## config.mk

```make
export PLATFORM = sky130hd
export DESIGN_NAME = asfr_top
export DESIGN_NICKNAME = d
export VERILOG_FILES = /design/src/design/asfr_pkg.sv /design/src/design/asfr_top.sv
export SDC_FILE = /design/constraint.sdc
export NUM_CORES = 1
export LEC_CHECK = 0
export BUFFER_PORTS_ARGS = -buffer_cell sky130_fd_sc_hd__buf_2
export CAP_MARGIN = 20
export CORE_MARGIN = 4
export CORE_UTILIZATION = 60
export DETAILED_ROUTE_END_ITERATION = 10
export PLACE_DENSITY = 0.81
export SLEW_MARGIN = 25
export SYNTH_ARGS = -nofsm -noshare
export SYNTH_HDL_FRONTEND = slang
export SYNTH_SLANG_ARGS = --single-unit
```

## constraint.sdc

```tcl
create_clock -name ref_clk -period 5.7 [get_ports ref_clk]
set_input_delay 0.855 -clock ref_clk [delete_from_list [all_inputs] [get_ports ref_clk]]
set_output_delay 0.855 -clock ref_clk [all_outputs]
set_load 0.01 [all_outputs]
```

## src/design/asfr_pkg.sv

```systemverilog
// constants, state codes and register layout for the serial frame readout sequencer
package asfr_pkg;

  // ****************************************************************
  // frame layout counted in serial clock falling edges
  // ****************************************************************
  localparam int unsigned RESULT_BITS = 10;
  localparam int unsigned CNT_W = 5;
  localparam logic [CNT_W-1:0] SAMPLE_FALLS = 5'h03; // hold starts here
  localparam logic [CNT_W-1:0] LEAD_ZEROS = 5'h04; // zeros shifted ahead of the code
  localparam logic [CNT_W-1:0] DATA_FIRST_FALL = 5'h04;
  localparam logic [CNT_W-1:0] DATA_LAST_FALL = 5'h0d;
  localparam logic [CNT_W-1:0] FRAME_FALLS = 5'h10; // output released here
  localparam logic [CNT_W-1:0] CNT_RESET = 5'h00;

  // ****************************************************************
  // pin synchroniser depth and idle levels
  // ****************************************************************
  localparam int unsigned SYNC_STAGES = 3;
  localparam logic [SYNC_STAGES-1:0] CS_SYNC_RESET = 3'h7; // deselected
  localparam logic [SYNC_STAGES-1:0] SCK_SYNC_RESET = 3'h0;
  localparam logic [RESULT_BITS-1:0] HOLD_RESET = 10'h000;

  // ****************************************************************
  // sequencer states, one-hot
  // ****************************************************************
  typedef enum logic [3:0] {
    ST_SHUTDOWN = 4'h1,
    ST_SAMPLE = 4'h2,
    ST_CONVERT = 4'h4,
    ST_DONE = 4'h8
  } asfr_state_type;

  // ****************************************************************
  // complete state of the sequencer
  // ****************************************************************
  typedef struct packed {
    logic [SYNC_STAGES-1:0] cs_sync;
    logic [SYNC_STAGES-1:0] sck_sync;
    logic cs_lvl;
    logic sck_lvl;
    asfr_state_type state;
    logic [CNT_W-1:0] fall_cnt;
    logic [RESULT_BITS-1:0] hold;
    logic sdo;
    logic sdo_oe_n;
    logic busy;
    logic shut;
  } asfr_regs_type;

  localparam asfr_regs_type REGS_RESET = '{
    cs_sync: CS_SYNC_RESET,
    sck_sync: SCK_SYNC_RESET,
    cs_lvl: 1'b1,
    sck_lvl: 1'b0,
    state: ST_SHUTDOWN,
    fall_cnt: CNT_RESET,
    hold: HOLD_RESET,
    sdo: 1'b0,
    sdo_oe_n: 1'b1,
    busy: 1'b0,
    shut: 1'b1
  };

endpackage

```

## src/design/asfr_top.sv

```systemverilog
// serial conversion and readout sequencer of a 10-bit sampling converter
//
// Summary of operation
// - a frame needs a chip select fall and then serial clocks, and advances only on that clock.
// - the input is tracked from the chip select fall up to the third serial clock falling edge.
// - from the third falling edge the sample is held and digitised for the rest of the frame.
// - on the sixteenth falling edge the data output goes high impedance and the frame ends.
// - a frame shifts out four zero bits, then the ten-bit result as straight binary, msb first.
// - the result shifted out belongs to the sample taken in the same frame, with no frame latency.
// - a chip select rise puts the device in automatic shutdown with its output high impedance.
// - after shutdown the next chip select fall with clocks gives a normal conversion and result.
`timescale 1ns/1ps

module asfr_top
  import asfr_pkg::*;
(
  input wire logic ref_clk,
  input wire logic srst,
  input wire logic cs_n_pin,
  input wire logic sclk_pin,
  input wire logic [RESULT_BITS-1:0] sample_code,
  output logic serial_result_out,
  output logic serial_result_oe_n,
  output logic frame_active,
  output logic in_shutdown
);

  // ****************************************************************
  // state registers
  // ****************************************************************
  asfr_regs_type r_reg;
  asfr_regs_type r_next;
  logic cs_fall;
  logic cs_rise;
  logic sck_fall;
  logic [CNT_W-1:0] cnt_inc;

  // bit presented after a given number of falling edges
  function automatic logic bit_for(input logic [CNT_W-1:0] k,
                                   input logic [RESULT_BITS-1:0] h);
    logic [CNT_W-1:0] idx;
    idx = DATA_LAST_FALL - k;
    if (k >= DATA_FIRST_FALL && k <= DATA_LAST_FALL) begin
      return h[idx[3:0]];
    end
    return 1'b0;
  endfunction

  // ****************************************************************
  // next state
  // ****************************************************************
  always_comb begin
    r_next = r_reg;
    // three-stage pin synchronisers; a level counts once stages two and three agree
    // a pin glitch shorter than one ref_clk cycle never reaches the edge detectors
    r_next.cs_sync = {r_reg.cs_sync[1:0], cs_n_pin};
    r_next.sck_sync = {r_reg.sck_sync[1:0], sclk_pin};
    if (r_reg.cs_sync[1] == r_reg.cs_sync[2]) begin
      r_next.cs_lvl = r_reg.cs_sync[2];
    end
    if (r_reg.sck_sync[1] == r_reg.sck_sync[2]) begin
      r_next.sck_lvl = r_reg.sck_sync[2];
    end
    cs_fall = r_reg.cs_lvl & ~r_next.cs_lvl;
    cs_rise = ~r_reg.cs_lvl & r_next.cs_lvl;
    sck_fall = r_reg.sck_lvl & ~r_next.sck_lvl;
    cnt_inc = r_reg.fall_cnt + 5'h01;

    case (r_reg.state)
      ST_SHUTDOWN: begin
        // clocks without a chip select fall are ignored here
        if (cs_fall) begin
          r_next.state = ST_SAMPLE;
          r_next.fall_cnt = CNT_RESET;
          r_next.sdo = 1'b0;
          r_next.sdo_oe_n = 1'b0;
        end
      end
      ST_SAMPLE, ST_CONVERT: begin
        if (cs_rise) begin
          // early deselect aborts the frame; the host loses that result
          r_next.state = ST_SHUTDOWN;
          r_next.sdo = 1'b0;
          r_next.sdo_oe_n = 1'b1;
        end else if (sck_fall) begin
          r_next.fall_cnt = cnt_inc;
          if (cnt_inc == SAMPLE_FALLS) begin
            // front end stops tracking: capture and hold
            r_next.hold = sample_code;
            r_next.state = ST_CONVERT;
          end
          if (cnt_inc == FRAME_FALLS) begin
            r_next.state = ST_DONE;
            r_next.sdo = 1'b0;
            r_next.sdo_oe_n = 1'b1;
          end else begin
            r_next.sdo = bit_for(cnt_inc, r_next.hold);
          end
        end
      end
      ST_DONE: begin
        // extra clocks after the sixteenth edge leave the output released
        if (cs_rise) begin
          r_next.state = ST_SHUTDOWN;
        end
      end
      default: begin
        r_next.state = ST_SHUTDOWN;
        r_next.sdo = 1'b0;
        r_next.sdo_oe_n = 1'b1;
      end
    endcase
    r_next.busy = (r_next.state == ST_SAMPLE) || (r_next.state == ST_CONVERT);
    r_next.shut = (r_next.state == ST_SHUTDOWN);
  end

  // ****************************************************************
  // register update
  // ****************************************************************
  // synchronous reset only, so the pins need no asynchronous path of their own
  always_ff @(posedge ref_clk) begin
    if (srst) begin
      r_reg <= REGS_RESET;
    end else begin
      r_reg <= r_next;
    end
  end

  // outputs come straight from the state register
  assign serial_result_out = r_reg.sdo;
  assign serial_result_oe_n = r_reg.sdo_oe_n;
  assign frame_active = r_reg.busy;
  assign in_shutdown = r_reg.shut;

  // expected data bit for the current count, helper for checks only
  logic exp_bit;
  assign exp_bit = bit_for(r_reg.fall_cnt, r_reg.hold);
endmodule

```

==> results of run 1 <==
## metrics by stage
step / cells / area, um2
after global routing: 240 / 1840
after floorplan: 193 / 1690
after global placement: 232 / 1780
after CTS: 240 / 1830
final: 240 / 1840
after detailed placement: 232 / 1780
## metal layers
metal | wire length, um | up-vias | part of all wire (%)
li1 | - | 720 | -
met1 | 1570 | 677 | 43
met2 | 1760 | 45 | 48
met3 | 203 | 13 | 5.6
met4 | 102 | 0 | 2.8
met5 | 0 | - | 0
## final cells by class
| type | count | area [um2] |
|---|---|---|
| tap | 30 | 37.5 |
| timing repair buffer | 17 | 85.1 |
| clock buffer | 7 | 45.0 |
| inverter | 5 | 18.8 |
| fill | 202 | 752 |
| clock inverter | 1 | 5.00 |
| multi-input combinational | 149 | 1030 |
| sequential | 31 | 621 |
## cell families (layout without fill, tap and decap cells)
kind of cell	Yosys count	count (layout)	synth area share (%)
compound gates	45	45	18.1
xor+xnor	5	5	3.47
fa+ha+maj	7	7	5.17
buf+inv	13	30	2.96
flops	31	31	36.7
mux	16	16	9.53
simple gates	76	76	24.1
## worst paths after layout
check / from / end / slack, ns
worst max-delay path: r_reg[14] / serial_result_out / 2.82
worst min-delay path: r_next[29] / r_next[30] / 0.43
worst max register to register: r_reg[14] / serial_result_out / 2.82
worst min register to register: r_next[29] / r_next[30] / 0.43
## cells in the final DEF (no fill, tap or decap), types with 2 or more instances in the layout
cell type	instances
sky130_fd_sc_hd__clkbuf_4	5
sky130_fd_sc_hd__and2_1	5
sky130_fd_sc_hd__buf_2	17
sky130_fd_sc_hd__a22oi_1	2
sky130_fd_sc_hd__nand2_1	8
sky130_fd_sc_hd__a31oi_1	2
sky130_fd_sc_hd__nand3b_1	2
sky130_fd_sc_hd__clkbuf_1	2
sky130_fd_sc_hd__o21bai_1	4
sky130_fd_sc_hd__a211oi_1	2
sky130_fd_sc_hd__nor4_1	2
sky130_fd_sc_hd__inv_1	5
sky130_fd_sc_hd__o211ai_1	3
sky130_fd_sc_hd__nand2b_1	2
sky130_fd_sc_hd__a21oi_1	9
sky130_fd_sc_hd__mux2i_1	15
sky130_fd_sc_hd__or4b_1	2
sky130_fd_sc_hd__xnor2_1	2
sky130_fd_sc_hd__a2111oi_0	2
sky130_fd_sc_hd__xor2_1	2
sky130_fd_sc_hd__nand3_1	4
sky130_fd_sc_hd__a221oi_1	3
sky130_fd_sc_hd__dfxtp_1	31
sky130_fd_sc_hd__nor2b_1	9
sky130_fd_sc_hd__or2_2	4
sky130_fd_sc_hd__ha_1	7
sky130_fd_sc_hd__o21ai_0	8
sky130_fd_sc_hd__nor2_1	29
## power groups by stage
| stage | Clock, W | Sequential [W] | Combinational (W) |
|---|---|---|---|
| final | 0.000121 | 0.000220 | 0.0000132 |
| after detailed placement | 0 | 0.000225 | 0.0000130 |
| after global placement | 0 | 0.000224 | 0.0000127 |
| after global routing | 0.000135 | 0.000220 | 0.0000147 |
| after floorplan | 0 | 0.000224 | 0.00000657 |
| after CTS | 0.000124 | 0.000220 | 0.0000131 |
## critical path, cell delays in order, from the launching register on
cell and delay, ns:
sky130_fd_sc_hd__dfxtp_1 0.83, sky130_fd_sc_hd__ha_1 0.42, sky130_fd_sc_hd__xor2_1 0.41, sky130_fd_sc_hd__ha_1 0.24, sky130_fd_sc_hd__xor3_1 0.37, sky130_fd_sc_hd__nor2_1 0.17, sky130_fd_sc_hd__o211ai_1 0.13, sky130_fd_sc_hd__o2111ai_1 0.12
sky130_fd_sc_hd__o21ai_1 0.09
==> results by group, run 1 <==
Outcome
  • Result of the run: finished, final reports clean

Routing
  • Average wire per standard cell: 15.2 um
  • Ratio of routed vias to standard cells: 6.06
  • DRT iter0 DRCs: 82
  • Residual DRC count: 0
  • Final Routed Wirelength: 3.64 mm
  • Number of nets with antenna violations after detailed routing: 0
  • Total vias in the final route: 1455
  • Router iterations before antenna repair: 4

Timing
  • Setup TNS after final layout: 0 ns
  • Period Utilization, post-route: 50.6%
  • Final Hold Fails: 0
  • Minimum clock period after layout: 2.88 ns
  • Least-Margin Pin Slew: 0.770 ns
  • Hold_ws: 0.429 ns
  • Pins Over Slew Limit: 0
  • Number of endpoints failing setup at the final stage: 0
  • Setup repair after global routing missed its margin: false
  • Slew headroom: 48.6%
  • Setup slack after layout: 2.82 ns
  • Max Clock Freq: 347 MHz
  • Clock Skews: 0.00584 ns

Synthesis
  • Syn Std Cell Area: 0.00169 mm2
  • Number of unique standard cell types used by synthesis: 47
  • FFs w/ async S/R, synth: 0%
  • Cell types occupying the most area after synthesis: sky130_fd_sc_hd__dfxtp_1, sky130_fd_sc_hd__mux2i_1, sky130_fd_sc_hd__nor2_1
  • Dominant register cell in the synthesized netlist: sky130_fd_sc_hd__dfxtp_1
  • Most frequent cells after synthesis: sky130_fd_sc_hd__dfxtp_1, sky130_fd_sc_hd__nor2_1, sky130_fd_sc_hd__mux2i_1
  • Cell with the most instances after synthesis: sky130_fd_sc_hd__dfxtp_1
  • Total of flip-flops plus latches after synthesis: 31
  • Number of flops mapped to enable cells by yosys: 0
  • Yosys synthesis warning count: 0
  • Synthesized netlist net count: 214
  • Average instance area after synthesis: 8.77 um2
  • Post-Syn Instances: 193
  • Post-synth top area cell: sky130_fd_sc_hd__dfxtp_1
  • Top-area cell type share of the netlist area: 36.7%
  • Sequential cell area fraction in the yosys report: 36.7%

Cells and area
  • Synthesis-to-finish area growth: 8.57%
  • Max reg flops: 23
  • Final Core Density: 71.0%
  • Final net count: 230
  • Share of final-layout standard cells stronger than drive strength 1: 15.2%
  • Ant diodes: 0

Floorplan
  • Total number of placement rows: 18
  • Floorplan die width: 61.1 um
  • Die Y-Extent: 61.1 um
  • Die Area: 0.00374 mm2
  • Placeable core region: 0.00259 mm2
  • Starting density of the core: 65.4%
  • Top-Level Pins: 18

Pwr
  • Areal power density over the cells: 193 mW/mm2
  • Power consumption: 0.000354 W
  • Standby leakage power: 0.711 nW
  • Sw frac: 23.1%
  • Worst IR Drop VDD: 0.182 mV
  • Sequential group share of total power: 62.0%
  • Power dissipated by switching net loads: 0.0000817 W
  • Proportion of power drawn by combinational gates: 3.7%
  • Power share of the clock group: 34.3%
  • Internal power: 0.000273 W

Clock network
  • Clock latency at the later pin of the worst-skew pair: 0.33 ns
  • Number of buffers added by the clock tree synthesis step: 5
  • Clk pin slew, worst setup/hold paths: 0.09 ns
  • CTS tree: built
  • Master cell of the clock root buffer: sky130_fd_sc_hd__clkbuf_4
  • Sink count of the clock tree: 31
  • Hold Buf Count CTS: 0
  • H-tree depth: 2
  • Buffers inserted by post-CTS timing repair: 0
  • Post-CTS resize count: 0
  • Max clock buf depth: 2

Min path
  • Number of cells traversed by the worst hold path: 1
  • Class of the worst hold path: reg -> reg

GRT
  • M1 GR Usage: 27.2%
  • Global-route track usage on met3: 6.29%
  • Routing usage on met2: 36.1%
  • GRT Overall Usage: 22.4%
  • Global routing's busiest layer: met2
  • First-pass GRT wire length: 6.13 mm
  • Antenna violations before repair: 0
  • Global-route congestion overflow total: 0
  • Via count of the first global-routing pass: 1377
  • Largest net degree at the start of global routing: 32

Critical path
  • Worst Setup Path Type: reg -> reg
  • Worst EP required: 5.93 ns
  • FF-to-FF path depth: 8
  • CP endpoint kind: flop
  • Maximum fanout along the worst path: 21
  • Worst path arrival time: 3.11 ns
  • Critical path launch point type: flop

Placement
  • HPWL Detailed: 2.62 mm
  • Worst-case setup slack after placement: 2.61 ns
  • Number of I/O port buffers: 17
  • Gp weighted congestion: 0.908

Run
  • Maximum capacitance violations: 0
(Power assumes the default switching activity.)
==> run 2, diff against run 1 <==
--- a/config.mk
+++ b/config.mk
@@ -8,9 +8,9 @@
 export BUFFER_PORTS_ARGS = -buffer_cell sky130_fd_sc_hd__buf_2
 export CAP_MARGIN = 20
 export CORE_MARGIN = 4
-export CORE_UTILIZATION = 60
+export CORE_UTILIZATION = 57
 export DETAILED_ROUTE_END_ITERATION = 10
-export PLACE_DENSITY = 0.81
+export PLACE_DENSITY = 0.78
 export SLEW_MARGIN = 25
 export SYNTH_ARGS = -nofsm -noshare
 export SYNTH_HDL_FRONTEND = slang
==> constraint.sdc (replaced) <==
create_clock -name ref_clk -period 2.8 [get_ports ref_clk]
set_input_delay 0.42 -clock ref_clk [delete_from_list [all_inputs] [get_ports ref_clk]]
set_output_delay 0.42 -clock ref_clk [all_outputs]
set_load 0.01 [all_outputs]
==> run 2 against run 1 <==
Against the previous run:
- total power rose by 140%
- non-clock buffer count rose by 2
- clock power grew to 3.0 times the previous value
- global-route usage fell by 2.9 points
- register-to-register slack worse by 2.4 ns
- utilization fell by 3.7 points
- final cell count up 1.3%
==> results by group, run 2 (synthesized netlist as in run 1, its figures left out) <==
Timing
  • Period Utilization, post-route: 85.4% (+35 points)
  • Least-Margin Pin Slew: 0.650 ns (-0.120 ns)
  • Pins Over Slew Limit: 0 (unchanged)
  • Max Clock Freq: 418 MHz (+21%)
  • Hold_ws: 0.256 ns (-0.173 ns)
  • Number of endpoints failing setup at the final stage: 0 (unchanged)
  • Slew headroom: 56.2% (+7.6 points)
  • Clock Skews: 0.0132 ns (+0.00736 ns)
  • Minimum clock period after layout: 2.39 ns (-0.493 ns)
  • Setup TNS after final layout: 0 ns (unchanged)
  • Final Hold Fails: 0 (unchanged)
  • Setup repair after global routing missed its margin: false

Cells and area
  • Final Core Density: 67.3% (-3.7 points)
  • Share of final-layout standard cells stronger than drive strength 1: 16.5% (+1.3 points)
  • Max reg flops: 23 (unchanged)
  • Final net count: 232 (+0.87%)
  • Count of filler cells inserted in the layout: 242 (+20%)
  • Most common cell after layout, fill and taps aside: sky130_fd_sc_hd__dfxtp_1
  • Synthesis-to-finish area growth: 11.5%
  • Ant diodes: 0 (unchanged)
  • Commonest cells after routing, fill and taps aside: sky130_fd_sc_hd__dfxtp_1, sky130_fd_sc_hd__nor2_1, sky130_fd_sc_hd__buf_2

Routing
  • Final Routed Wirelength: 3.52 mm (-3.2%)
  • Total vias in the final route: 1475 (+1.4%)
  • DRT iter0 DRCs: 62 (-24%)
  • Ratio of routed vias to standard cells: 6.07 (+0.12%)
  • Average wire per standard cell: 14.5 um (-4.4%)
  • Router iterations before antenna repair: 4 (unchanged)
  • Residual DRC count: 0 (unchanged)
  • Number of nets with antenna violations after detailed routing: 0 (unchanged)

Clock network
  • H-tree depth: 2 (unchanged)
  • Max clock buf depth: 2 (unchanged)
  • Master cell of the clock root buffer: sky130_fd_sc_hd__clkbuf_4
  • Clock latency at the later pin of the worst-skew pair: 0.34 ns (about the same)
  • Hold Buf Count CTS: 0 (unchanged)
  • Post-CTS resize count: 0 (unchanged)
  • Number of buffers added by the clock tree synthesis step: 5 (unchanged)
  • CTS tree: built
  • Buffers inserted by post-CTS timing repair: 0 (unchanged)
  • Sink count of the clock tree: 31 (unchanged)
  • Clk pin slew, worst setup/hold paths: 0.10 ns (about the same)

Floorplan
  • Starting density of the core: 60.3% (-5.0 points)
  • Die Y-Extent: 62.5 um (+2.3%)
  • Top-Level Pins: 18 (unchanged)
  • Placeable core region: 0.00281 mm2 (+8.3%)
  • Die Area: 0.00391 mm2 (+4.6%)
  • Total number of placement rows: 19 (+1)
  • Floorplan die width: 62.5 um (+2.3%)

Pwr
  • Areal power density over the cells: 445 mW/mm2 (+130%)
  • Worst IR Drop VDD: 0.330 mV (+81%)
  • Standby leakage power: 0.741 nW (+4.2%)

Run
  • Maximum capacitance violations: 0 (unchanged)

Critical path
  • Critical-path cell list: ha_1, xor2_1, ha_1, xor3_1, nor2_1, o211ai_1, o2111ai_1, o21ai_1
  • CP endpoint kind: flop
  • Maximum fanout along the worst path: 9 (-57%)
  • Register-to-register path setup slack: 0.41 ns (-2.41 ns)
  • Worst EP required: 3.04 ns (-2.89 ns)
  • Most common cell type on the critical path: sky130_fd_sc_hd__ha_1
  • Delay of the slowest cell on the worst path: 0.49 ns (-0.34 ns)
  • Worst path arrival time: 2.63 ns (-0.48 ns)
  • Critical path launch point type: flop
  • Master of the slowest instance on the critical path: sky130_fd_sc_hd__dfxtp_1
  • FF-to-FF path depth: 8 (unchanged)
  • Worst R2R End: serial_result_out
  • Worst Setup Path Type: reg -> reg
  • Reg-to-reg startpoint: r_reg[15]

Min path
  • Number of cells traversed by the worst hold path: 2 (+1)
  • Sink of the worst hold path: r_next[29]
  • Start point of the worst min-delay path: cs_n_pin
  • Class of the worst hold path: in -> reg

Placement
  • Number of I/O port buffers: 17 (unchanged)
  • HPWL Detailed: 2.56 mm (-2.3%)
  • Gp weighted congestion: 0.933 (+2.7%)

GRT
  • First-pass GRT wire length: 6.14 mm (+0.11%)
  • Via count of the first global-routing pass: 1462 (+6.2%)
  • Global-route congestion overflow total: 0 (unchanged)
  • Largest net degree at the start of global routing: 32 (unchanged)
  • Antenna violations before repair: 0 (unchanged)
  • GRT Overall Usage: 19.4% (-2.9 points)

Outcome
  • Result of the run: finished, final reports clean
-- run 2: cell types whose count changed in the layout (fill, tap and decap cells not counted), sizes merged --
cell	change
buf	+2
bufinv	+1
clkbuf	-1
-- run 2: power breakdown --
group | internal, W | switching [W]
registers | 0.000444 | 0.00000263
logic | 0.0000128 | 0.0000141
clock network | 0.000211 | 0.000155
-- run 2: worst max-delay path by stage --
stage / from / end / depth (start not counted)
after detailed placement: r_reg[15] / serial_result_out / 8
after global routing: r_reg[15] / serial_result_out / 8
after floorplan: r_reg[14] / serial_result_out / 9
after global placement: r_reg[15] / serial_result_out / 8
final: r_reg[15] / serial_result_out / 8
after CTS: r_reg[15] / serial_result_out / 8
-- run 2: critical path, delay by kind of cell, from the launching register on --
| family | cells | cell delay [ns] |
|---|---|---|
| AOI/OAI and AO/OA | 3 | 0.32 |
| xor gates and xnor gates | 2 | 0.72 |
| DFF | 1 | 0.49 |
| adders and majority gates | 2 | 0.60 |
| and+or+nand+nor | 1 | 0.16 |
-- run 2: metal layers --
metal  share of wire [%]  vias to the layer above  GRT usage [%]  wire length [um]
li1                    -                      731              -                 -
met1                  45                      692           22.6              1580
met2                  48                       46           32.8              1700
met3                 5.3                        6           5.94               186
met4                 1.5                        0           8.54                53
met5                   0                        -              0                 0
-- run 2: final cells by class --
| cell class | instances | area (um2) | area share, % |
|---|---|---|---|
| Clock buffer | 6 | 51.3 | 2.72 |
| Clock inverter | 2 | 35.0 | 1.86 |
| Inverter | 5 | 18.8 | 0.995 |
| Multi-Input combinational cell | 149 | 1020 | 54.2 |
| Sequential cell | 31 | 621 | 32.9 |
| Tap cell | 31 | 38.8 | 2.06 |
| Timing Repair Buffer | 19 | 100 | 5.31 |
-- run 2: per-stage QoR --
stage          instances  power (W)  setup WS, ns  instance area (um2)
2_1_floorplan        193   0.000470         0.612                 1690
3_3_place_gp         235   0.000482         0.595                 1800
3_5_place_dp         235   0.000484         0.461                 1800
4_1_cts              243   0.000846         0.451                 1890
5_1_grt              243   0.000876         0.203                 1890
6_report             243   0.000840         0.410                 1890
==> run 3, diff against run 2 <==
--- a/config.mk
+++ b/config.mk
@@ -5,12 +5,12 @@
 export SDC_FILE = /design/constraint.sdc
 export NUM_CORES = 1
 export LEC_CHECK = 0
-export BUFFER_PORTS_ARGS = -buffer_cell sky130_fd_sc_hd__buf_2
 export CAP_MARGIN = 20
 export CORE_MARGIN = 4
-export CORE_UTILIZATION = 57
+export CORE_UTILIZATION = 60
 export DETAILED_ROUTE_END_ITERATION = 10
-export PLACE_DENSITY = 0.78
+export DONT_BUFFER_PORTS = 1
+export PLACE_DENSITY = 0.76
 export SLEW_MARGIN = 25
 export SYNTH_ARGS = -nofsm -noshare
 export SYNTH_HDL_FRONTEND = slang
==> run 3 against run 2 <==
Against the previous run:
- clock power fell by 3%
- final cell count fell by 7.4%
- via count shrank 6.3%
- critical path depth unchanged
- combinational power fell by 63%
- critical path type unchanged
- critical endpoint unchanged
==> results by group, run 3 (synthesized netlist as in run 1, its figures left out) <==
Critical path
  • Critical path launch point type: flop
  • Maximum fanout along the worst path: 10 (+1)
  • Most common cell type on the critical path: sky130_fd_sc_hd__ha_1
  • Worst Setup Path Type: reg -> reg
  • Master of the slowest instance on the critical path: sky130_fd_sc_hd__dfxtp_1
  • Critical-path cell list: ha_1, xor2_1, ha_1, xor3_1, nor2_1, o211ai_1, o2111ai_1, o21ai_1
  • Worst R2R End: serial_result_out
  • CP endpoint kind: flop
  • FF-to-FF path depth: 8 (unchanged)
  • Delay of the slowest cell on the worst path: 0.53 ns (+0.04 ns)
  • Register-to-register path setup slack: 0.36 ns (-0.05 ns)
  • Largest delay share family, worst path: XOR/XNOR gates
  • Worst EP required: 3.04 ns (about the same)
  • Reg-to-reg startpoint: r_reg[14]
  • Buffers & Inverters on Critical Path: 0 (unchanged)
  • Worst path arrival time: 2.68 ns (+0.05 ns)

Cells and area
  • Share of final-layout standard cells stronger than drive strength 1: 9.23% (-7.3 points)
  • Ant diodes: 0 (unchanged)
  • Most common cell after layout, fill and taps aside: sky130_fd_sc_hd__dfxtp_1
  • Commonest cells after routing, fill and taps aside: sky130_fd_sc_hd__dfxtp_1, sky130_fd_sc_hd__nor2_1, sky130_fd_sc_hd__mux2i_1
  • Final Core Density: 69.3% (+2.1 points)
  • Final net count: 215 (-7.3%)
  • Max reg flops: 23 (unchanged)
  • Synthesis-to-finish area growth: 6.06%

Placement
  • Gp weighted congestion: 0.821 (-12%)
  • Number of I/O port buffers: 0 (-17)
  • Worst-case setup slack after placement: 0.388 ns (-0.0736 ns)
  • HPWL Detailed: 2.56 mm (about the same)

Routing
  • Total vias in the final route: 1382 (-6.3%)
  • Ratio of routed vias to standard cells: 6.14 (+1.2%)
  • Final Routed Wirelength: 3.45 mm (-2.2%)
  • Residual DRC count: 0 (unchanged)
  • Average wire per standard cell: 15.3 um (+5.6%)
  • DRT iter0 DRCs: 122 (+97%)
  • Router iterations before antenna repair: 4 (unchanged)
  • Number of nets with antenna violations after detailed routing: 0 (unchanged)

Min path
  • Start point of the worst min-delay path: srst
  • Number of cells traversed by the worst hold path: 1 (-1)
  • Class of the worst hold path: in -> reg
  • Sink of the worst hold path: r_reg[22]

Clock network
  • CTS tree: built
  • Post-CTS resize count: 0 (unchanged)
  • Max clock buf depth: 2 (unchanged)
  • Buffers inserted by post-CTS timing repair: 0 (unchanged)
  • Number of buffers added by the clock tree synthesis step: 5 (unchanged)
  • Clock latency at the later pin of the worst-skew pair: 0.35 ns (about the same)
  • Clk pin slew, worst setup/hold paths: 0.11 ns (about the same)
  • H-tree depth: 2 (unchanged)
  • Sink count of the clock tree: 31 (unchanged)
  • Hold Buf Count CTS: 0 (unchanged)
  • Master cell of the clock root buffer: sky130_fd_sc_hd__clkbuf_4

Timing
  • Setup TNS after final layout: 0 ns (unchanged)
  • Number of endpoints failing setup at the final stage: 0 (unchanged)
  • Minimum clock period after layout: 2.44 ns (+0.0508 ns)
  • Max Clock Freq: 410 MHz (-2.1%)
  • Final Hold Fails: 0 (unchanged)
  • Slew headroom: 51.9% (-4.3 points)
  • Period Utilization, post-route: 87.2% (+1.8 points)
  • Clock Skews: 0.0114 ns (-0.00176 ns)
  • Least-Margin Pin Slew: 0.714 ns (+0.0641 ns)
  • Setup slack after layout: 0.359 ns (-0.0508 ns)
  • Setup repair after global routing missed its margin: false
  • Pins Over Slew Limit: 0 (unchanged)
  • Hold_ws: 0.127 ns (-0.129 ns)

GRT
  • Largest net degree at the start of global routing: 32 (unchanged)
  • Antenna violations before repair: 0 (unchanged)
  • Via count of the first global-routing pass: 1294 (-11%)
  • Global-route congestion overflow total: 0 (unchanged)
  • GRT Overall Usage: 21.3% (+1.9 points)
  • First-pass GRT wire length: 5.77 mm (-6.1%)

Pwr
  • Standby leakage power: 0.671 nW (-9.4%)
  • Worst IR Drop VDD: 0.489 mV (+48%)
  • Areal power density over the cells: 453 mW/mm2 (+1.7%)

Outcome
  • Result of the run: finished, final reports clean

Run
  • Maximum capacitance violations: 0 (unchanged)

Floorplan
  • Top-Level Pins: 18 (unchanged)
  • Starting density of the core: 65.4% (+5.0 points)
  • Die Area: 0.00374 mm2 (-4.4%)
  • Floorplan die width: 61.1 um (-2.2%)
  • Total number of placement rows: 18 (-1)
  • Die Y-Extent: 61.1 um (-2.2%)
  • Placeable core region: 0.00259 mm2 (-7.7%)
run 3: cell types whose count changed in the layout (fill, tap and decap cells not counted):
cell / before / now
sky130_fd_sc_hd__buf_2: 17 / 0
sky130_fd_sc_hd__clkbuf_8: 1 / 0
sky130_fd_sc_hd__clkinv_4: 0 / 1
run 3: power breakdown:
part / internal (W) / total, W / switching (W) / leakage [nW]
combinational: 0.00000651 / 0.00000991 / 0.00000340 / 0.375
sequential: 0.000445 / 0.000447 / 0.00000273 / 0.251
clock: 0.000188 / 0.000355 / 0.000168 / 0.0452
run 3: layer usage:
| metal | up-vias | wire length (um) | track usage (%) |
|---|---|---|---|
| met5 | - | 0 | 0 |
| met1 | 639 | 1570 | 25.9 |
| met3 | 7 | 244 | 6.50 |
| met2 | 38 | 1550 | 33.5 |
| met4 | 0 | 81 | 12.1 |
| li1 | 698 | - | - |
run 3: worst max path at each step:
stage                        endpoint  slack, ns      start  cells past startpoint
CTS                 serial_result_out       0.39  r_reg[14]                      8
detailed placement  serial_result_out       0.39  r_reg[14]                      8
global route        serial_result_out       0.17  r_reg[14]                      8
finish              serial_result_out       0.36  r_reg[14]                      8
floorplan           serial_result_out       0.61  r_reg[14]                      9
global placement    serial_result_out       0.57  r_reg[14]                      8
run 3: layout make-up:
| type | count | area [um2] |
|---|---|---|
| Multi-Input combinational cell | 149 | 1020 |
| Fill cell | 223 | 795 |
| Sequential cell | 31 | 621 |
| Clock inverter | 3 | 43.8 |
| Clock buffer | 5 | 37.5 |
| Tap cell | 30 | 37.5 |
| Inverter | 5 | 18.8 |
| Timing Repair Buffer | 2 | 15.0 |
run 3: metrics by stage:
stage	power, W	instances	cell area (um2)
3_5_place_dp	0.000467	217	1710
6_report	0.000813	225	1800
2_1_floorplan	0.000470	193	1690
5_1_grt	0.000846	225	1800
4_1_cts	0.000823	225	1800
3_3_place_gp	0.000467	217	1710
